`config.mk`:
```
export PLATFORM = sky130hd
export DESIGN_NAME = art_timer
export DESIGN_NICKNAME = d
export VERILOG_FILES = /design/src/art_pkg.sv /design/src/art_timer.sv
export SDC_FILE = /design/constraint.sdc
export NUM_CORES = 1
export LEC_CHECK = 0
export CELL_PAD_IN_SITES_DETAIL_PLACEMENT = 1
export CELL_PAD_IN_SITES_GLOBAL_PLACEMENT = 2
export CORE_UTILIZATION = 41
export DETAILED_ROUTE_END_ITERATION = 16
export DONT_BUFFER_PORTS = 1
export GPL_ROUTABILITY_DRIVEN = 0
export MAX_ROUTING_LAYER = met4
export PLACE_DENSITY_LB_ADDON = 0.05
export SETUP_SLACK_MARGIN = 0.5
export SLEW_MARGIN = 5
export SYNTH_ARGS = -nofsm -noshare
export SYNTH_HDL_FRONTEND = slang
export SYNTH_SLANG_ARGS = --single-unit
```
`constraint.sdc`:
```
create_clock -name clk_sys -period 8.75 [get_ports clk_sys]
set_input_delay 1.75 -clock clk_sys [delete_from_list [all_inputs] [get_ports clk_sys]]
set_output_delay 1.75 -clock clk_sys [all_outputs]
set_load 0.01 [all_outputs]
```
`src/art_pkg.sv`:
```
package art_pkg;
  // register indices; byte address is four times the index
  localparam logic [7:0] ART_IDX_MODE = 8'hD5;
  localparam logic [7:0] ART_IDX_FLAGS = 8'hD6;
  localparam logic [7:0] ART_IDX_CLKPS = 8'hD7;
  localparam logic [7:0] ART_IDX_RELOAD = 8'hD9;
  localparam logic [7:0] ART_IDX_COMPARE = 8'hDA;
  localparam logic [7:0] ART_IDX_LOAD = 8'hDB;
  localparam int ART_AW = 12;
  localparam logic [ART_AW-1:0] ART_ADDR_MODE = {2'b00, ART_IDX_MODE, 2'b00};
  localparam logic [ART_AW-1:0] ART_ADDR_FLAGS = {2'b00, ART_IDX_FLAGS, 2'b00};
  localparam logic [ART_AW-1:0] ART_ADDR_CLKPS = {2'b00, ART_IDX_CLKPS, 2'b00};
  localparam logic [ART_AW-1:0] ART_ADDR_RELOAD = {2'b00, ART_IDX_RELOAD, 2'b00};
  localparam logic [ART_AW-1:0] ART_ADDR_COMPARE = {2'b00, ART_IDX_COMPARE, 2'b00};
  localparam logic [ART_AW-1:0] ART_ADDR_LOAD = {2'b00, ART_IDX_LOAD, 2'b00};
  // mode control fields
  localparam int ART_MC_LOAD = 7;
  localparam int ART_MC_TEN = 6;
  localparam int ART_MC_OE = 5;
  localparam int ART_MC_EIE = 4;
  localparam int ART_MC_MATCH_IRQ_ENABLE = 3;
  localparam int ART_MC_WRAP_IRQ_ENABLE = 2;
  localparam int ART_MC_MODE_HI = 1;
  localparam int ART_MC_MODE_LO = 0;
  localparam logic [6:0] ART_MC_RESET = 7'h00;
  // flag positions
  localparam int ART_FL_EDGE = 2;
  localparam int ART_FL_MATCH = 1;
  localparam int ART_FL_WRAP = 0;
  localparam logic [2:0] ART_FL_RESET = 3'h0;
  // clock and prescale fields
  localparam int ART_CP_PS_HI = 7;
  localparam int ART_CP_PS_LO = 5;
  localparam int ART_CP_EDGE_POL = 3;
  localparam int ART_CP_EDGE_EN = 2;
  localparam int ART_CP_SRC_HI = 1;
  localparam int ART_CP_SRC_LO = 0;
  localparam logic [7:0] ART_CP_RESET = 8'h00;
  // operating modes
  localparam logic [1:0] ART_MODE_RELOAD = 2'h0;
  localparam logic [1:0] ART_MODE_CAPTURE = 2'h1;
  localparam logic [1:0] ART_MODE_CAPRST = 2'h2;
  localparam logic [1:0] ART_MODE_EXTLOAD = 2'h3;
  // clock sources
  localparam logic [1:0] ART_SRC_INT = 2'h0;
  localparam logic [1:0] ART_SRC_DIV3 = 2'h1;
  localparam logic [1:0] ART_SRC_PIN = 2'h2;
  localparam logic [1:0] ART_DIV3_LAST = 2'h2;
  localparam logic [7:0] ART_CNT_MAX = 8'hFF;
  localparam logic [7:0] ART_DATA_RESET = 8'h00;
endpackage

```
`src/art_timer.sv`:
```
// Operation
// - load bit copies reload, clears prescaler
// - enable bit runs or freezes counting
// - output enable gates wave onto pin
// - edge request when enabled and flagged
// - match request when enabled and flagged
// - wrap request when enabled and flagged
// - two mode bits choose operating mode
// - reset clears mode control register
// - writing zero clears flag, one keeps
// - active input edge sets edge flag
// - counter equal compare sets match flag
// - rollover from max sets wrap flag
// - divider field selects power-of-two ratio
// - edge field enables and picks polarity
// - source field picks counting clock
// - load register reads/writes live counter
// - load register survives system reset
// - reload mode copies reload value on overflow
// - compare register holds match value
// - overflow sets wave, match clears it
// - capture modes copy counter on edge
// - capture-reset mode clears both counters
// - external-edge mode loads counter from reload
`timescale 1ns/10ps
module art_timer #(
  parameter int PRE_W = 7
) (
  input wire logic clk_sys,
  input wire logic rst,
  input wire logic psel,
  input wire logic penable,
  input wire logic pwrite,
  input wire logic [art_pkg::ART_AW-1:0] paddr,
  input wire logic [31:0] pwdata,
  output logic [31:0] prdata,
  output logic pready,
  output logic pslverr,
  input wire logic timer_input_pin,
  output logic timer_output_pin,
  output logic timer_irq
);
  import art_pkg::*;

  logic [6:0] mode_ctrl_reg;
  logic [2:0] flags_reg;
  logic [7:0] clkps_reg;
  logic [7:0] reload_reg;
  logic [7:0] compare_reg;
  logic [7:0] load_value_reg;
  logic [7:0] cnt_reg;
  logic [PRE_W-1:0] pre_reg;
  logic [1:0] div3_reg;
  logic pin_prev_reg;
  logic wave_reg;
  logic [31:0] prdata_reg;
  logic pready_reg;
  logic pslverr_reg;
  logic out_reg;
  logic irq_reg;

  // bus decode
  wire setup_ph = psel & ~penable;
  wire commit = psel & penable & pready_reg;
  wire wr = commit & pwrite;
  wire hit_mode = (paddr == ART_ADDR_MODE);
  wire hit_flags = (paddr == ART_ADDR_FLAGS);
  wire hit_clkps = (paddr == ART_ADDR_CLKPS);
  wire hit_reload = (paddr == ART_ADDR_RELOAD);
  wire hit_compare = (paddr == ART_ADDR_COMPARE);
  wire hit_load = (paddr == ART_ADDR_LOAD);
  wire hit_any = hit_mode | hit_flags | hit_clkps | hit_reload | hit_compare | hit_load;
  wire wr_mode = wr & hit_mode;
  wire wr_flags = wr & hit_flags;
  wire wr_clkps = wr & hit_clkps;
  wire wr_reload = wr & hit_reload;
  wire wr_compare = wr & hit_compare;
  wire wr_load = wr & hit_load;
  wire [7:0] wbyte = pwdata[7:0];

  // field views
  wire count_clock_enable = mode_ctrl_reg[ART_MC_TEN];
  wire [1:0] op_mode = mode_ctrl_reg[ART_MC_MODE_HI:ART_MC_MODE_LO];
  wire [2:0] divider_select = clkps_reg[ART_CP_PS_HI:ART_CP_PS_LO];
  wire edge_en = clkps_reg[ART_CP_EDGE_EN];
  wire edge_fall = clkps_reg[ART_CP_EDGE_POL];
  wire [1:0] clk_src = clkps_reg[ART_CP_SRC_HI:ART_CP_SRC_LO];

  // input pin edges
  wire pin_rise = timer_input_pin & ~pin_prev_reg;
  wire pin_fall = ~timer_input_pin & pin_prev_reg;
  wire edge_evt = edge_en & (edge_fall ? pin_fall : pin_rise);

  wire div3_tick = (div3_reg == ART_DIV3_LAST);
  wire src_tick = (clk_src == ART_SRC_INT) ? 1'b1 :
                  (clk_src == ART_SRC_DIV3) ? div3_tick :
                  (clk_src == ART_SRC_PIN) ? pin_rise : 1'b0;
  wire pre_step = count_clock_enable & src_tick;
  // ratio is two to the divider field
  wire [PRE_W:0] pre_mask_w = ({{PRE_W{1'b0}}, 1'b1} << divider_select) - {{PRE_W{1'b0}}, 1'b1};
  wire [PRE_W-1:0] pre_mask = pre_mask_w[PRE_W-1:0];
  wire cnt_step = pre_step & ((pre_reg & pre_mask) == pre_mask);
  wire wrap_evt = cnt_step & (cnt_reg == ART_CNT_MAX);

  // load sources
  wire load_strobe = wr_mode & wbyte[ART_MC_LOAD];
  wire is_capture = (op_mode == ART_MODE_CAPTURE) | (op_mode == ART_MODE_CAPRST);
  wire capture_evt = is_capture & edge_evt;
  wire capture_clr = capture_evt & (op_mode == ART_MODE_CAPRST);
  wire ext_load = edge_evt & (op_mode == ART_MODE_EXTLOAD);

  logic [7:0] cnt_next;
  logic cnt_loaded;
  always_comb begin
    cnt_next = cnt_reg;
    cnt_loaded = 1'b1;
    if (wr_load) begin
      cnt_next = wbyte;
    end else if (load_strobe) begin
      cnt_next = reload_reg;
    end else if (ext_load) begin
      cnt_next = reload_reg;
    end else if (capture_clr) begin
      cnt_next = ART_DATA_RESET;
    end else if (wrap_evt && op_mode == ART_MODE_RELOAD) begin
      cnt_next = reload_reg;
    end else if (cnt_step) begin
      cnt_loaded = 1'b0;
      cnt_next = cnt_reg + 8'h01;
    end else begin
      cnt_loaded = 1'b0;
    end
  end
  wire cnt_moves = cnt_loaded | cnt_step;
  wire match_evt = cnt_moves & (cnt_next == compare_reg);

  wire [PRE_W-1:0] pre_next = cnt_loaded ? {PRE_W{1'b0}} :
                              pre_step ? pre_reg + {{(PRE_W-1){1'b0}}, 1'b1} : pre_reg;

  // zero clears, one keeps; set wins
  wire [2:0] flag_keep = wr_flags ? (flags_reg & wbyte[2:0]) : flags_reg;
  wire [2:0] flags_next;
  assign flags_next[ART_FL_EDGE] = flag_keep[ART_FL_EDGE] | edge_evt;
  assign flags_next[ART_FL_MATCH] = flag_keep[ART_FL_MATCH] | match_evt;
  assign flags_next[ART_FL_WRAP] = flag_keep[ART_FL_WRAP] | wrap_evt;

  wire wave_next = match_evt ? 1'b0 : (wrap_evt ? 1'b1 : wave_reg);

  wire irq_edge = mode_ctrl_reg[ART_MC_EIE] & flags_reg[ART_FL_EDGE];
  wire irq_match = mode_ctrl_reg[ART_MC_MATCH_IRQ_ENABLE] & flags_reg[ART_FL_MATCH];
  wire irq_wrap = mode_ctrl_reg[ART_MC_WRAP_IRQ_ENABLE] & flags_reg[ART_FL_WRAP];

  // read mux; load bit reads zero
  wire [7:0] rd_byte = hit_mode ? {1'b0, mode_ctrl_reg} :
                       hit_flags ? {5'h00, flags_reg} :
                       hit_clkps ? clkps_reg :
                       hit_reload ? reload_reg :
                       hit_compare ? compare_reg :
                       hit_load ? load_value_reg : 8'h00;

  // bus slave; answer prepared in setup phase
  always_ff @(posedge clk_sys) begin
    if (rst) begin
      prdata_reg <= 32'h0000_0000;
      pready_reg <= 1'b0;
      pslverr_reg <= 1'b0;
    end else begin
      pready_reg <= setup_ph;
      pslverr_reg <= setup_ph & ~hit_any;
      prdata_reg <= setup_ph ? {24'h00_0000, rd_byte} : 32'h0000_0000;
    end
  end

  // software registers
  always_ff @(posedge clk_sys) begin
    if (rst) begin
      mode_ctrl_reg <= ART_MC_RESET;
      clkps_reg <= ART_CP_RESET;
      compare_reg <= ART_DATA_RESET;
    end else begin
      if (wr_mode) begin
        mode_ctrl_reg <= wbyte[6:0];
      end
      if (wr_clkps) begin
        clkps_reg <= wbyte;
      end
      if (wr_compare) begin
        compare_reg <= wbyte;
      end
    end
  end

  // reload and capture share one register
  always_ff @(posedge clk_sys) begin
    if (rst) begin
      reload_reg <= ART_DATA_RESET;
    end else if (capture_evt) begin
      reload_reg <= cnt_reg;
    end else if (wr_reload) begin
      reload_reg <= wbyte;
    end
  end

  // counting chain
  always_ff @(posedge clk_sys) begin
    if (rst) begin
      cnt_reg <= ART_DATA_RESET;
      pre_reg <= {PRE_W{1'b0}};
      div3_reg <= 2'h0;
      pin_prev_reg <= 1'b0;
      flags_reg <= ART_FL_RESET;
      wave_reg <= 1'b0;
    end else begin
      cnt_reg <= cnt_next;
      pre_reg <= pre_next;
      div3_reg <= div3_tick ? 2'h0 : div3_reg + 2'h1;
      pin_prev_reg <= timer_input_pin;
      flags_reg <= flags_next;
      wave_reg <= wave_next;
    end
  end

  always_ff @(posedge clk_sys) begin
    if (!rst) begin
      load_value_reg <= cnt_next;
    end
  end

  // pins
  always_ff @(posedge clk_sys) begin
    if (rst) begin
      out_reg <= 1'b0;
      irq_reg <= 1'b0;
    end else begin
      out_reg <= wave_reg & mode_ctrl_reg[ART_MC_OE];
      irq_reg <= irq_edge | irq_match | irq_wrap;
    end
  end

  assign prdata = prdata_reg;
  assign pready = pready_reg;
  assign pslverr = pslverr_reg;
  assign timer_output_pin = out_reg;
  assign timer_irq = irq_reg;
endmodule // art_timer

```
==> impl_metrics.ini <==
[setup_path]
cp_max_fo = 11
path_buf_inv = 0
arrival_ns = 4.61
cp_data_required_time_ns = 9.01
crit_path_max_incr_delay_ns = 0.64
cp-end-kind = register
critPathSlowestCell = a21boi_0
cp_top_family = compound AO/OA/AOI/OAI gates
startpoint_type = input pin
path_cells = nor3b_1, o31a_1, a21boi_0, nand2_2, a221oi_1, xnor2_1, nor4_1, o2111ai_1, and2_1
path_class = input pin to register

[floorplan]
dieArea_mm2 = 0.01077
fp.dieH_um = 103.8
rows = 36
chipWidth_um = 103.8
initial_core_util_pct = 42.88
num_io_pins = 86
core_mm2 = 0.009910

[grt]
grt.overflow.total = 0
grt_pass1_wl_mm = 20.24
antenna_found_initial = 0
first_global_vias = 3540
grt_max_degree = 44
grt_usage_pct = 25.57

[synthesis]
synth-seq-cells = 73
yosys-top-cells-count = nor2_1 (71), dfxtp_1 (65), a21oi_1 (35)
synth_xor_area_share_pct = 2.886
syn-cell-area_mm2 = 0.004249
yosys_warnings = 0
synth_compound_area_share_pct = 20.26
synth-edff-count = 8
synth_top_area_share_pct = 30.62
ys_seq_area_share_pct = 36.28
synthMuxAreaShare_pct = 7.803
synth_adder_area_share_pct = 2.061
async_flop_share_pct = 0
yosys.area.top_type = dfxtp_1
synth-simple-area-share_pct = 21.82
yosysMostFrequentCell = nor2_1
synth_cells = 490
synth_top_family_by_area = simple AND/OR/NAND/NOR gates
syn_area_per_cell_um2 = 8.672
yosys_most_used_dff = dfxtp_1
ys_types = 84
ys_top_cells_by_area = dfxtp_1 (31%), mux2i_1 (7.5%), nor2_1 (6.3%)

[clock_tree]
cts.repair.resized = 0
cts_hold_buf = 0
htreeDepth = 3
cts_setup_buffers = 0
tritoncts = built
numCtsBuffers = 9
cts_root_buffer = clkbuf_8
clock_sinks = 73
insertion_delay_ns = 0.36
cts.clk_slew.worst_paths_ns = 0.08
clock_path_buffers = 2

[run_status]
outcome = finished, final reports clean

[detailed_routing]
first_pass_iters = 5
detail_route.iter0.violations = 196
wire_per_inst_um = 20.87
via_per_inst = 5.775
vias = 3540
drt.antenna.violating_nets = 0
drcViolationCount = 0
routed_wl_mm = 12.79

[sta]
max_slew_margin_pct = 22.00
skew_ns = 0.01161
tns_ns = 0
drv_slew = 0
min_period_over_period_pct = 49.75
setup_viol_count_final = 0
fin_hold_ws_ns = 0.4190
timing.final.hold_violations = 0
rsz0062_at_grt = false
finalCriticalPeriod_ns = 4.353
fmax_mhz = 229.7
tightest_slew_ns = 1.166

[final_layout]
post-route-util_pct = 44.41
final_area_mm2 = 0.004400
drive_gt1_share_pct = 7.917
area_growth_pct = 3.563
diodes = 0
nFillCells = 1214
final_nets = 532

[power_and_ir_drop]
powerDensity_mw_per_mm2 = 141.4
ir_worst_vdd_v = 0.00008731
total_power_w = 0.0006221
p_leak_nw = 1.553

[flow_run]
max_cap_viol_count = 0

[place]
postPlaceCellArea_mm2 = 0.004208
dp_hpwl_mm = 9.547
io_buffers = 0

[hold_path]
hp-class = register to register
[power breakdown]
part	switching (W)	internal (W)	leakage (nW)
Sequential	0.00000200	0.000342	0.607
Clock	0.000131	0.000128	0.0975
Combinational	0.0000132	0.00000696	0.849
Total	0.000146	0.000476	1.55
[kinds of logic after synthesis]
logic type | after synthesis
buffers and inverters | 67
AO/OA/AOI/OAI | 116
multiplexers | 33
XOR/XNOR | 14
AND/OR/NAND/NOR | 179
flip-flops | 73
other | 1
adder cells (fa/ha/maj) | 7
[final timing paths]
| path | end | startpoint | cells past startpoint | slack, ns |
|---|---|---|---|---|
| setup reg to reg | wave_reg | clkps_reg[6] | 11 | 5.13 |
| setup / recovery | wave_reg | timer_input_pin | 9 | 4.40 |
| hold reg to reg | div3_reg[0] | div3_reg[0] | 1 | 0.42 |
| hold / removal | div3_reg[0] | div3_reg[0] | 1 | 0.42 |
[layout make-up]
cell class	instances	area [um2]	area share, %
multi-input cells	373	2425	55.10
flip-flops and latches	73	1541	35.03
clock buffers	12	166.4	3.782
well taps	133	166.4	3.782
inverters	16	60.06	1.365
clock inverters	4	26.28	0.5971
repair buffers	2	15.01	0.3412
[cells in the final DEF, fill, tap and decap left out, drive strengths merged, types with 8 or more instances in the layout]
cell type / count
nor2: 72
dfxtp: 65
a21oi: 35
mux2i: 32
conb: 24
nand2: 24
inv: 15
and2: 14
o21ai: 14
clkbuf: 12
a211oi: 11
xnor2: 10
nand3: 9
a22oi: 8
edfxtp: 8
[metrics by stage]
stage	worst slack, ns	cells
after global placement	4.040	597
after detailed placement	4.086	597
final	4.397	613
after CTS	4.464	613
after floorplan	4.864	513
after global routing	4.176	613
[per-layer routing]
layer,track usage (%),wire length (um),vias up
met5,-,0,-
met4,8.980,214,0
met3,3.965,621,18
met2,39.29,5876,106
met1,34.13,6081,1723
li1,-,-,1693
Power figures use the tool's default switching activity.
